### src/core/acer_pkg.sv
/*
  Shared constants and carrier types for the converter channel
  enable register bank.
  Assumes a 32-bit Avalon-MM slave port with byte addresses.
*/
package acer_pkg;

  // register byte offsets
  localparam logic [7:0] ACER_OFF_CAPS = 8'h30;
  localparam logic [7:0] ACER_OFF_REV = 8'h34;
  localparam logic [7:0] ACER_OFF_EN = 8'h40;
  localparam logic [7:0] ACER_OFF_DIS = 8'h44;
  localparam logic [7:0] ACER_OFF_STATE = 8'h48;

  // channel positions, CH0..CH9
  localparam int ACER_NUM_CH = 10;
  localparam int ACER_CH_IDX_W = 4;
  localparam int ACER_TEMP_CH = 9;
  localparam int ACER_MISSING_CH = 3;
  localparam int ACER_NUM_PINS = 9;

  // fixed read values and reset values
  localparam logic [31:0] ACER_CAPS_VAL = 32'h000003ff;
  localparam logic [31:0] ACER_STATE_RST = 32'h00000000;
  localparam logic [31:0] ACER_RDATA_RST = 32'h00000000;

  // revision word layout
  localparam int ACER_REV_LSB = 0;
  localparam int ACER_REV_W = 12;
  localparam int ACER_VAR_LSB = 16;
  localparam int ACER_VAR_W = 4;

  typedef enum logic {
    ACER_IDLE,
    ACER_ACK
  } acer_bus_st_t;

  // one Avalon-MM request as driven by the master
  typedef struct packed {
    logic read;
    logic write;
    logic [7:0] address;
    logic [31:0] writedata;
    logic [3:0] byteenable;
  } acer_bus_req_t;

  // one channel's view of an access or a conversion
  typedef struct packed {
    logic set;
    logic clr;
    logic busy;
  } acer_cell_in_t;

endpackage

### src/core/acer_chan_cell.sv
/*
  One channel enable bit with its disturbance detector.
  Assumes set and clear are single-cycle strobes on ref_clk and that
  busy marks a conversion currently running on this channel.
*/
`timescale 1ns/10ps
module acer_chan_cell import acer_pkg::*; #(
  parameter bit IMPLEMENTED = 1'b1
) (
  // clock and reset
  input wire logic ref_clk,
  input wire logic rst_n,
  // strobes
  input wire acer_cell_in_t cell_in,
  // state
  output logic en,
  output logic suspect
);

  typedef struct packed {
    logic en;
    logic suspect;
  } acer_cell_st_t;

  acer_cell_st_t st_ff;
  acer_cell_st_t nxt_st;

  always_comb begin
    nxt_st = st_ff;
    nxt_st.suspect = 1'b0;
    if (IMPLEMENTED) begin
      if (cell_in.clr) begin
        nxt_st.en = 1'b0;
      end
      if (cell_in.set) begin
        nxt_st.en = 1'b1;
      end
      // a set or clear of an enabled channel under its running conversion taints its result
      nxt_st.suspect = cell_in.busy & (cell_in.clr | cell_in.set)
        & st_ff.en;
    end
  end

  always_ff @(posedge ref_clk or negedge rst_n) begin
    if (!rst_n) begin
      st_ff <= '0;
    end else begin
      st_ff <= nxt_st;
    end
  end

  assign en = st_ff.en;
  assign suspect = st_ff.suspect;

endmodule

### src/core/acer_regs.sv
/*
  Channel enable register bank of the converter interface: capability,
  revision, enable, disable and channel state registers on Avalon-MM.
  Assumes a master on ref_clk that holds its request until it sees
  waitrequest low, and a conversion sequencer on the same clock.
*/
// Decided for this implementation: the Avalon-MM slave port.
// Summary of operation
// - A one written to a bit of channel_enable turns that channel on; zeros change nothing.
// - A one written to a bit of channel_disable turns that channel off; zeros change nothing.
// - Changing a channel's enable during its conversion leaves its data and flags undefined.
// - channel_state reads one for each enabled channel, resets to zero and follows writes.
// - The revision register shows a 12-bit revision low and a variant field above, with no effect.
// - There are ten channels: nine on analog pin positions and one on the temperature sensor.
// - Channel n uses pin n, channel nine the temperature sensor, and pin three does not exist.
// - The capability register reads a fixed value with bits zero to nine set.
// - A capability bit reads one when its channel exists and zero when it does not.
`timescale 1ns/10ps
module acer_regs import acer_pkg::*; #(
  // arbitrary identification values
  parameter logic [ACER_REV_W-1:0] REVISION = 12'h0a5,
  parameter logic [ACER_VAR_W-1:0] VARIANT = 4'h0
) (
  // clock and reset
  input wire logic ref_clk,
  input wire logic rst_n,
  // Avalon-MM slave
  input wire acer_bus_req_t avs_req,
  output logic [31:0] avs_readdata,
  output logic avs_waitrequest,
  // conversion sequencer
  input wire logic conv_busy,
  input wire logic [ACER_CH_IDX_W-1:0] conv_chan,
  // channel controls
  output logic [ACER_NUM_CH-1:0] channel_enable_out,
  output logic [ACER_NUM_PINS-1:0] analog_pin_enable,
  output logic temp_sensor_enable,
  output logic [ACER_NUM_CH-1:0] result_suspect
);

  typedef struct packed {
    acer_bus_st_t bus;
    logic [31:0] rdata;
  } acer_regs_st_t;

  acer_regs_st_t st_ff;
  acer_regs_st_t nxt_st;

  logic req;
  logic accept;
  logic [31:0] lane_mask;
  logic [31:0] wbits;
  logic [ACER_NUM_CH-1:0] ch_en;
  logic [ACER_NUM_CH-1:0] ch_sus;
  logic [ACER_NUM_CH-1:0] set_v;
  logic [ACER_NUM_CH-1:0] clr_v;
  logic [31:0] state_word;
  logic [31:0] rev_word;

  // one wait state per access: the word is fetched before release
  assign req = avs_req.read | avs_req.write;
  assign accept = req & (st_ff.bus == ACER_ACK);
  assign avs_waitrequest = req & (st_ff.bus == ACER_IDLE);

  // only enabled byte lanes carry write ones
  always_comb begin
    for (int i = 0; i < 4; i++) begin
      lane_mask[8*i +: 8] = {8{avs_req.byteenable[i]}};
    end
  end

  assign wbits = avs_req.writedata & lane_mask;

  always_comb begin
    set_v = '0;
    clr_v = '0;
    if (accept && avs_req.write) begin
      if (avs_req.address == ACER_OFF_EN) begin
        set_v = wbits[ACER_NUM_CH-1:0];
      end
      if (avs_req.address == ACER_OFF_DIS) begin
        clr_v = wbits[ACER_NUM_CH-1:0];
      end
    end
  end

  // one cell per channel position; the capability word says which exist
  genvar g;
  generate
    for (g = 0; g < ACER_NUM_CH; g++) begin : g_ch
      acer_cell_in_t cin;
      assign cin.set = set_v[g];
      assign cin.clr = clr_v[g];
      assign cin.busy = conv_busy
        && (conv_chan == ACER_CH_IDX_W'(g));
      acer_chan_cell #(
        .IMPLEMENTED(ACER_CAPS_VAL[g])
      ) u_cell (
        .ref_clk(ref_clk),
        .rst_n(rst_n),
        .cell_in(cin),
        .en(ch_en[g]),
        .suspect(ch_sus[g])
      );
    end
  endgenerate

  assign state_word = ACER_STATE_RST
    | {{(32-ACER_NUM_CH){1'b0}}, ch_en};

  always_comb begin
    rev_word = '0;
    rev_word[ACER_REV_LSB +: ACER_REV_W] = REVISION;
    rev_word[ACER_VAR_LSB +: ACER_VAR_W] = VARIANT;
  end

  always_comb begin
    nxt_st = st_ff;
    unique case (st_ff.bus)
      ACER_IDLE: begin
        if (req) begin
          nxt_st.bus = ACER_ACK;
          nxt_st.rdata = ACER_RDATA_RST;
          if (avs_req.read) begin
            unique case (avs_req.address)
              ACER_OFF_CAPS: nxt_st.rdata = ACER_CAPS_VAL;
              ACER_OFF_REV: nxt_st.rdata = rev_word;
              ACER_OFF_STATE: nxt_st.rdata = state_word;
              // write-only and unmapped words read zero
              default: nxt_st.rdata = ACER_RDATA_RST;
            endcase
          end
        end
      end
      ACER_ACK: begin
        nxt_st.bus = ACER_IDLE;
      end
    endcase
  end

  always_ff @(posedge ref_clk or negedge rst_n) begin
    if (!rst_n) begin
      st_ff.bus <= ACER_IDLE;
      st_ff.rdata <= ACER_RDATA_RST;
    end else begin
      st_ff <= nxt_st;
    end
  end

  assign avs_readdata = st_ff.rdata;
  assign channel_enable_out = ch_en;
  assign result_suspect = ch_sus;

  // pin n follows channel n; pin three is absent, so never driven
  always_comb begin
    analog_pin_enable = ch_en[ACER_NUM_PINS-1:0];
    analog_pin_enable[ACER_MISSING_CH] = 1'b0;
  end

  assign temp_sensor_enable = ch_en[ACER_TEMP_CH];

  // checks

  property p_wait_bounded;
    @(posedge ref_clk) disable iff (!rst_n)
      req |-> ##[0:1] !avs_waitrequest;
  endproperty
  a_wait_bounded: assert property (p_wait_bounded)
    else $error("waitrequest held too long");

  property p_enable_sets;
    @(posedge ref_clk) disable iff (!rst_n)
      (accept && avs_req.write && avs_req.address == ACER_OFF_EN
        && avs_req.byteenable[0] && avs_req.writedata[0])
      |=> ch_en[0];
  endproperty
  a_enable_sets: assert property (p_enable_sets)
    else $error("enable write did not set channel");

  property p_enable_zero_keeps;
    @(posedge ref_clk) disable iff (!rst_n)
      (accept && avs_req.write && avs_req.address == ACER_OFF_EN
        && avs_req.writedata == 32'h0)
      |=> $stable(ch_en);
  endproperty
  a_enable_zero_keeps: assert property (p_enable_zero_keeps)
    else $error("zero enable write changed channels");

  property p_disable_clears;
    @(posedge ref_clk) disable iff (!rst_n)
      (accept && avs_req.write && avs_req.address == ACER_OFF_DIS
        && avs_req.byteenable[1] && avs_req.writedata[8])
      |=> !ch_en[8];
  endproperty
  a_disable_clears: assert property (p_disable_clears)
    else $error("disable write did not clear channel");

  property p_disable_zero_keeps;
    @(posedge ref_clk) disable iff (!rst_n)
      (accept && avs_req.write && avs_req.address == ACER_OFF_DIS
        && avs_req.writedata == 32'h0)
      |=> $stable(ch_en);
  endproperty
  a_disable_zero_keeps: assert property (p_disable_zero_keeps)
    else $error("zero disable write changed channels");

  property p_suspect_flag;
    @(posedge ref_clk) disable iff (!rst_n)
      (conv_busy && conv_chan == 4'h1 && ch_en[1] && clr_v[1])
      |=> result_suspect[1] ##1 !result_suspect[1];
  endproperty
  a_suspect_flag: assert property (p_suspect_flag)
    else $error("disturbed conversion not flagged");

  property p_state_read;
    @(posedge ref_clk) disable iff (!rst_n)
      (accept && avs_req.read && avs_req.address == ACER_OFF_STATE)
      |-> avs_readdata == {22'h0, ch_en};
  endproperty
  a_state_read: assert property (p_state_read)
    else $error("channel state readback wrong");

  property p_rev_read;
    @(posedge ref_clk) disable iff (!rst_n)
      (accept && avs_req.read && avs_req.address == ACER_OFF_REV)
      |-> avs_readdata[11:0] == REVISION
        && avs_readdata[31:20] == 12'h0
        && avs_readdata[15:12] == 4'h0;
  endproperty
  a_rev_read: assert property (p_rev_read)
    else $error("revision readback wrong");

  property p_caps_read;
    @(posedge ref_clk) disable iff (!rst_n)
      (accept && avs_req.read && avs_req.address == ACER_OFF_CAPS)
      |-> avs_readdata == 32'h000003ff;
  endproperty
  a_caps_read: assert property (p_caps_read)
    else $error("capability readback wrong");

  property p_pin_map;
    @(posedge ref_clk) disable iff (!rst_n)
      !analog_pin_enable[3]
      && analog_pin_enable[2] == ch_en[2]
      && temp_sensor_enable == ch_en[9];
  endproperty
  a_pin_map: assert property (p_pin_map)
    else $error("pin mapping wrong");

  property p_reset_state;
    @(posedge ref_clk)
      !rst_n |=> ch_en == 10'h0 || !rst_n;
  endproperty
  a_reset_state: assert property (p_reset_state)
    else $error("channels not cleared by reset");

  // read data stand until the next request is seen in the idle state
  property p_rdata_stands;
    @(posedge ref_clk) disable iff (!rst_n)
      !(req && st_ff.bus == ACER_IDLE)
      |=> $stable(avs_readdata);
  endproperty
  a_rdata_stands: assert property (p_rdata_stands)
    else $error("read data changed without a request");

  // a request is never taken in its first cycle
  property p_first_cycle_waits;
    @(posedge ref_clk) disable iff (!rst_n)
      $rose(req) |-> avs_waitrequest;
  endproperty
  a_first_cycle_waits: assert property (p_first_cycle_waits)
    else $error("request taken without a wait state");

  property p_unmapped_read;
    @(posedge ref_clk) disable iff (!rst_n)
      (accept && avs_req.read && avs_req.address != ACER_OFF_CAPS
        && avs_req.address != ACER_OFF_REV
        && avs_req.address != ACER_OFF_STATE)
      |-> avs_readdata == 32'h0;
  endproperty
  a_unmapped_read: assert property (p_unmapped_read)
    else $error("write-only or unmapped word read nonzero");

  // channel state moves only on an accepted write
  property p_state_holds;
    @(posedge ref_clk) disable iff (!rst_n)
      !accept |=> $stable(ch_en);
  endproperty
  a_state_holds: assert property (p_state_holds)
    else $error("channel state changed without a write");

  property p_enable_only_sets;
    @(posedge ref_clk) disable iff (!rst_n)
      (accept && avs_req.write && avs_req.address == ACER_OFF_EN)
      |=> (ch_en & $past(ch_en)) == $past(ch_en);
  endproperty
  a_enable_only_sets: assert property (p_enable_only_sets)
    else $error("enable write cleared a channel");

  property p_disable_only_clears;
    @(posedge ref_clk) disable iff (!rst_n)
      (accept && avs_req.write && avs_req.address == ACER_OFF_DIS)
      |=> (ch_en & ~$past(ch_en)) == 10'h0;
  endproperty
  a_disable_only_clears: assert property (p_disable_only_clears)
    else $error("disable write set a channel");

  property p_temp_enable;
    @(posedge ref_clk) disable iff (!rst_n)
      (accept && avs_req.write && avs_req.address == ACER_OFF_EN
        && avs_req.byteenable[1] && avs_req.writedata[9])
      |=> ch_en[ACER_TEMP_CH] && temp_sensor_enable;
  endproperty
  a_temp_enable: assert property (p_temp_enable)
    else $error("temperature channel not enabled");

  // a change with no conversion running never taints a result
  property p_suspect_quiet;
    @(posedge ref_clk) disable iff (!rst_n)
      !conv_busy |=> result_suspect == 10'h0;
  endproperty
  a_suspect_quiet: assert property (p_suspect_quiet)
    else $error("suspect raised with no conversion");

  property p_suspect_enabled;
    @(posedge ref_clk) disable iff (!rst_n)
      (result_suspect & ~$past(ch_en)) == 10'h0;
  endproperty
  a_suspect_enabled: assert property (p_suspect_enabled)
    else $error("suspect raised for a disabled channel");

  property p_suspect_single;
    @(posedge ref_clk) disable iff (!rst_n)
      result_suspect != 10'h0 |=> result_suspect == 10'h0;
  endproperty
  a_suspect_single: assert property (p_suspect_single)
    else $error("suspect pulse longer than one cycle");

  property p_pins_follow;
    @(posedge ref_clk) disable iff (!rst_n)
      analog_pin_enable[8:4] == ch_en[8:4]
      && analog_pin_enable[1:0] == ch_en[1:0];
  endproperty
  a_pins_follow: assert property (p_pins_follow)
    else $error("analog pin enable does not follow channel");

  // held reset: read data and pulses are cleared as well
  property p_reset_outputs;
    @(posedge ref_clk)
      (!rst_n ##1 !rst_n)
      |-> avs_readdata == 32'h0 && result_suspect == 10'h0;
  endproperty
  a_reset_outputs: assert property (p_reset_outputs)
    else $error("outputs not cleared during reset");

endmodule

### config.mk
export PLATFORM = sky130hd
export DESIGN_NAME = acer_regs
export DESIGN_NICKNAME = d
export VERILOG_FILES = /design/src/core/acer_pkg.sv /design/src/core/acer_chan_cell.sv /design/src/core/acer_regs.sv
export SDC_FILE = /design/constraint.sdc
export NUM_CORES = 1
export LEC_CHECK = 0
export ABC_CLOCK_PERIOD_IN_PS = 1600
export BUFFER_PORTS_ARGS = -buffer_cell sky130_fd_sc_hd__buf_2
export CORE_MARGIN = 5
export CORE_UTILIZATION = 45
export CTS_BUF_LIST = sky130_fd_sc_hd__clkbuf_8
export CTS_CLUSTER_SIZE = 8
export DETAILED_ROUTE_END_ITERATION = 8
export GPL_TIMING_DRIVEN = 0
export HOLD_SLACK_MARGIN = 0.03
export PLACE_DENSITY = 0.87
export SLEW_MARGIN = 20
export SYNTH_ARGS = -nofsm -noshare
export SYNTH_HDL_FRONTEND = slang
export SYNTH_SLANG_ARGS = --single-unit
### constraint.sdc
create_clock -name ref_clk -period 1.6 [get_ports ref_clk]
set_input_delay 0.16 -clock ref_clk [delete_from_list [all_inputs] [get_ports ref_clk]]
set_output_delay 0.16 -clock ref_clk [all_outputs]
set_load 0.01 [all_outputs]
==> results of run 1 <==
[worst register-to-register path: stages, from the launching register on]
cell and delay (ns):
dfrtp_1 0.38, nor4b_4 0.33, buf_6 0.20, nand4_1 0.22
buf_4 0.22, nor2_1 0.09
[power breakdown]
| group | switching (mW) | internal, mW |
|---|---|---|
| registers | 0.0265 | 0.823 |
| clock network | 0.283 | 0.337 |
| logic | 0.197 | 0.183 |
| total | 0.506 | 1.34 |
[cells in the mapped netlist]
library cell | n | area share (%)
a21oi_1 | 21 | 5.5
a31oi_1 | 1 | 0.33
and2_1 | 1 | 0.33
and3_1 | 3 | 0.99
and4b_1 | 1 | 0.53
buf_1 | 1 | 0.20
buf_4 | 62 | 25
buf_6 | 2 | 1.2
clkbuf_1 | 3 | 0.59
conb_1 | 1 | 0.20
dfrtp_1 | 31 | 41
inv_1 | 2 | 0.40
mux2_1 | 2 | 1.2
mux2_2 | 8 | 4.8
nand2_1 | 5 | 0.99
nand2b_1 | 2 | 0.66
nand3_1 | 16 | 4.2
nand4_1 | 12 | 4.0
nand4b_1 | 1 | 0.46
nor2_1 | 5 | 0.99
nor2b_1 | 1 | 0.33
nor3_1 | 6 | 1.6
nor4_1 | 1 | 0.33
nor4b_2 | 1 | 0.79
nor4b_4 | 2 | 2.5
nor4bb_1 | 2 | 1.1
o21bai_1 | 1 | 0.40
[path summary, 6_finish.rpt]
path,startpoint,endpoint,slack (ns)
worst max-delay path,st_ff[32]$_DFF_PN0_,g_ch[3].u_cell.suspect$_DFF_PN0_,0.09
worst min-delay path,avs_req[13],g_ch[9].u_cell.suspect$_DFF_PN0_,0.12
worst max register to register,st_ff[32]$_DFF_PN0_,g_ch[3].u_cell.suspect$_DFF_PN0_,0.09
worst min register to register,avs_readdata[4]$_DFFE_PN0P_,avs_readdata[4]$_DFFE_PN0P_,0.56
max in group asynchronous,rst_n,g_ch[6].u_cell.suspect$_DFF_PN0_,0.69
min in group asynchronous,rst_n,g_ch[0].u_cell.en$_DFFE_PN0P_,0.46
[layer usage]
layer / global-route usage (%) / vias up / part of all wire [%]
met5: 0 / - / 0
met2: 29.0 / 74 / 51
met1: 19.9 / 754 / 37
li1: - / 793 / -
met4: 9.09 / 0 / 2.3
met3: 5.34 / 10 / 9.5
[state kept, by name, summed over array words and instances (netlist names)]
| name | count |
|---|---|
| avs_readdata | 10 |
| g_ch.u_cell.en | 10 |
| g_ch.u_cell.suspect | 10 |
| st_ff | 1 |
[kinds of logic after synthesis]
| group | after synthesis | synth area share (%) |
|---|---|---|
| compound gates | 23 | 6.27 |
| buf+inv | 70 | 26.9 |
| flops | 31 | 40.9 |
| mux | 10 | 5.94 |
| other cells | 1 | 0.198 |
| simple gates | 59 | 19.7 |
[final cells by class]
cell class              count  area share (%)
flip-flops and latches     31            31.0
multi-input cells         115            27.9
plain buffers              68            20.2
repair buffers             71            14.6
clock buffers               6            3.30
inverters                   2           0.300
well taps                  50            2.50
clock inverters             1           0.200
[stage by stage]
| stage | setup slack, ns | hold WS (ns) | util, % | instance area [um2] |
|---|---|---|---|---|
| after floorplan | 0.310 | -0.136 | - | 1980 |
| after detailed placement | 0.110 | 0.243 | 59.1 | 2380 |
| after CTS | 0.0830 | 0.116 | 61.6 | 2480 |
| final | 0.0943 | 0.122 | 62.0 | 2500 |
| after global placement | 0.160 | 0.231 | 59.1 | 2380 |
| after global routing | 0.00307 | 0.133 | 62.0 | 2500 |
[repair_timing]
item / in CTS / in global routing
buffers inserted: 0 / 2
gates resized for setup: 1 / 2
setup endpoints to repair: 1 / 5
endpoints found under the hold margin: 31 / 0
hold buffers: 1 / 0
gates cloned: 0 / 0
pin swaps: 0 / 1
==> results.toml, run 1 <==
[outcome]
status = "finished, final reports clean"

[detailed_routing]
detail-route-antenna-nets = 0
first_iter_violations = 93
wl_um = 4690
drc_errors = 0
wl_per_cell_um = 13.6
drt_first_pass_iters = 4
vias = 1631
viasPerCell = 4.74

[global_route]
grt_pass1_wl_um = 7360
grt_pass1_vias = 1588
grt_max_degree = 32
gr-usage-all-layers_pct = 17.4
overflow = 0
antenna_found_initial = 0

[min_path]
hp-class = "in2reg"
whs_path_depth = 3

[clock_tree]
clk_pin_slew_ns = 0.07
clock_sinks = 31
cts_buffers = 5
clk_latency_ns = 0.28
cts.path.max_buffers = 2
cts_root_buffer = "clkbuf_8"
cts_tree = "built"
htreeDepth = 2

[timing]
finalHoldViolCount = 0
slew_viol_final = 0
slew_headroom_pct = 43.5
fmax_mhz = 664
rsz0062_at_grt = "false"
tightest_slew_ns = 0.845
setup_violations = 0
finalCriticalPeriod_ns = 1.51
timing.setup.tns_ns = 0
post-route-period-util_pct = 94.1
clock_skew_ns = 0.00788

[finish]
drive_gt1_share_pct = 52.4
nets = 347
seq_area_um2 = 776
diodes = 0
area_growth_pct = 31.9
final_cell_mix = "buf_2, buf_4, dfrtp_1, conb_1, a21oi_1"
instances_no_fill = 344
final_common_cell = "buf_2"
fill_cells = 340
multi_input_area_um2 = 697

[synthesis]
synth.yosys.seq_area_share_pct = 40.9
synth-seq-cells = 31
synth.avg_cell_area_um2 = 9.77
netlist_instances = 194
netlist_area_mm2 = 0.00190
yosys_warnings = 0
ys_types = 27

[pwr]
p_per_area_mw_per_mm2 = 739
ir_drop_uv = 558
p_leak_nw = 1.41
fin_total_pwr_mw = 1.85

[critical_path]
critPathMaxStageDelay_ns = 0.38
critPathKind = "reg2reg"
end_kind = "flop"
cp_cell_sequence = "nor4b_4 -> buf_6 -> nand4_1 -> buf_4 -> nor2_1"
crit_path_max_fanout = 10
worst-path-stages = 5
worst-endpoint-required_ns = 1.81
critPathBufInv = 2
critPathTopFamily = "simple AND/OR/NAND/NOR gates"
cp-start-kind = "flop"
r2r_cells = 5
critPathArrivalTime_ns = 1.71
cp_slowest_cell = "dfrtp_1"

[placed_design]
place_inst = 334
place.gp.congestion = 0.849
dpl.hpwl_um = 3640
io_buffers = 68

[die]
dieArea_mm2 = 0.00561
coreArea_mm2 = 0.00403
ios = 116
num_rows = 23
initial_utilization_pct = 47.0
dieHeight_um = 74.9
die_w_um = 74.9

[flow_run]
max_cap_violations = 0
No activity file was read; power rests on OpenSTA's default activity.
==> inputs of run 2 (changes only) <==
--- a/config.mk
+++ b/config.mk
@@ -5,7 +5,7 @@
 export SDC_FILE = /design/constraint.sdc
 export NUM_CORES = 1
 export LEC_CHECK = 0
-export ABC_CLOCK_PERIOD_IN_PS = 1600
+export ABC_CLOCK_PERIOD_IN_PS = 1500
 export BUFFER_PORTS_ARGS = -buffer_cell sky130_fd_sc_hd__buf_2
 export CORE_MARGIN = 5
 export CORE_UTILIZATION = 45
@@ -13,7 +13,7 @@
 export CTS_CLUSTER_SIZE = 8
 export DETAILED_ROUTE_END_ITERATION = 8
 export GPL_TIMING_DRIVEN = 0
-export HOLD_SLACK_MARGIN = 0.03
+export HOLD_SLACK_MARGIN = 0.12
 export PLACE_DENSITY = 0.87
 export SLEW_MARGIN = 20
 export SYNTH_ARGS = -nofsm -noshare
==> constraint.sdc (replaced) <==
create_clock -name ref_clk -period 1.5 [get_ports ref_clk]
set_input_delay 0.15 -clock ref_clk [delete_from_list [all_inputs] [get_ports ref_clk]]
set_output_delay 0.15 -clock ref_clk [all_outputs]
set_load 0.01 [all_outputs]
==> results.toml, run 2 (same netlist as run 1, synthesis figures left out) <==
[critical_path]
end_kind = "flop"
crit_path_max_fanout = 6
critPathKind = "reg2reg"
cp-start-kind = "flop"
critPathArrivalTime_ns = 1.75
worst-endpoint-required_ns = 1.66

[timing]
setup_violations = 8
tightest_slew_ns = 0.863
fin_ws_ns = -0.0938
finalHoldViolCount = 0
slew_viol_final = 0
clock_skew_ns = 0.00594
fmax_mhz = 627
slew_headroom_pct = 42.3
finalCriticalPeriod_ns = 1.59
rsz0062_at_grt = "true"
post-route-period-util_pct = 106

[pwr]
fin_total_pwr_mw = 1.99
internal-power_mw = 1.45
p_sw_mw = 0.548
seqPwrFrac_pct = 45.4
p_clk_share_pct = 33.0
ir_drop_uv = 583
p_per_area_mw_per_mm2 = 767
p_leak_nw = 1.46
combPwrFrac_pct = 21.5
switching_share_pct = 27.5

[detailed_routing]
detail-route-antenna-nets = 0
viasPerCell = 4.83
drc_errors = 0
vias = 1696
wl_per_cell_um = 14.8
first_iter_violations = 85
drt_first_pass_iters = 4
wl_um = 5180

[clock_tree]
cts_buffers = 5
clk_latency_ns = 0.28
cts.path.max_buffers = 2
cts_root_buffer = "clkbuf_8"
cts_tree = "built"
clk_pin_slew_ns = 0.06
clock_sinks = 31
htreeDepth = 2

[finish]
nets = 354
multi_input_area_um2 = 734
postLayoutCoreUtil_pct = 64.6
instances_no_fill = 351
diodes = 0
final_common_cell = "buf_4"
drive_gt1_share_pct = 55.1
fill_cells = 323
seq_area_um2 = 776
stdcell_area_mm2 = 0.00260
area_growth_pct = 37.2
final_cell_mix = "buf_4, buf_2, dfrtp_1, conb_1, a21oi_1"

[die]
die_w_um = 74.9
num_rows = 23
ios = 116
initial_utilization_pct = 47.0
dieArea_mm2 = 0.00561
dieHeight_um = 74.9
coreArea_mm2 = 0.00403

[placed_design]
place_area_mm2 = 0.00238
io_buffers = 68
pre_cts_slack_ns = 0.0197
dpl.hpwl_um = 3640
place.gp.congestion = 0.849
place_inst = 334

[global_route]
grt_max_degree = 32
grt_pass1_wl_um = 7380
overflow = 0
antenna_found_initial = 0
gr-usage-all-layers_pct = 17.4
grt_pass1_vias = 1596

[outcome]
status = "complete, but fails checks"
failed_checks = "setup timing"

[flow_run]
max_cap_violations = 0

[min_path]
hp-class = "in2reg"
==> run 2: metal layers <==
metal  up-vias  routed length, um  track usage [%]
li1        810                  -                -
met1       782               1880             19.7
met2        95               2700             29.3
met3         9                507             5.34
met4         0                 87             9.09
met5         -                  0                0
==> run 2: path summary, 6_finish.rpt <==
path / startpoint / to / slack [ns] / depth (start not counted)
setup / recovery: st_ff[32]$_DFF_PN0_ / g_ch[4].u_cell.en$_DFFE_PN0P_ / -0.09 / 5
max in group asynchronous: rst_n / g_ch[6].u_cell.suspect$_DFF_PN0_ / 0.60 / 2
setup reg to reg: st_ff[32]$_DFF_PN0_ / g_ch[4].u_cell.en$_DFFE_PN0P_ / -0.09 / 5
hold / removal: avs_req[4] / g_ch[0].u_cell.suspect$_DFF_PN0_ / 0.13 / 3
hold reg to reg: avs_readdata[4]$_DFFE_PN0P_ / avs_readdata[4]$_DFFE_PN0P_ / 0.56 / 2
min in group asynchronous: rst_n / avs_readdata[4]$_DFFE_PN0P_ / 0.45 / 2
==> run 2: final cells by class <==
cell class	count	share of cell area, %
buffer	68	19.5
clock buffer	6	3.17
clock inverter	1	0.192
inverter	2	0.289
multi-input combinational	115	28.2
sequential	31	29.8
tap	50	2.41
timing repair buffer	78	16.4
==> run 2: worst max-delay path: stages, from the launching register on <==
cell and delay, ns:
dfrtp_1 0.38, nor4b_4 0.35, buf_6 0.18, buf_6 0.12, nand4_1 0.14, mux2_2 0.31
==> run 2: repair_timing <==
| item | 4_1_cts | 5_1_grt |
|---|---|---|
| resized for setup | 2 | 13 |
| buffers inserted | 0 | 8 |
| pin swaps | 0 | 5 |
| endpoints found under the setup margin | 1 | 10 |
| hold endpoints to repair | 33 | 0 |
| hold buffers | 3 | 0 |
==> run 2: through the flow <==
step | hold WS [ns] | TNS [ns]
6_report | 0.130 | -0.378
5_1_grt | 0.130 | -0.661
4_1_cts | 0.120 | 0
3_5_place_dp | 0.233 | 0
3_3_place_gp | 0.221 | 0
2_1_floorplan | -0.146 | 0
==> run 2: power groups by stage <==
stage | sequential (mW) | clock (mW) | combinational, mW
2_1_floorplan | 0.911 | 0 | 0.253
3_3_place_gp | 0.919 | 0 | 0.384
3_5_place_dp | 0.920 | 0 | 0.395
4_1_cts | 0.905 | 0.662 | 0.407
5_1_grt | 0.909 | 0.697 | 0.469
6_report | 0.906 | 0.659 | 0.429
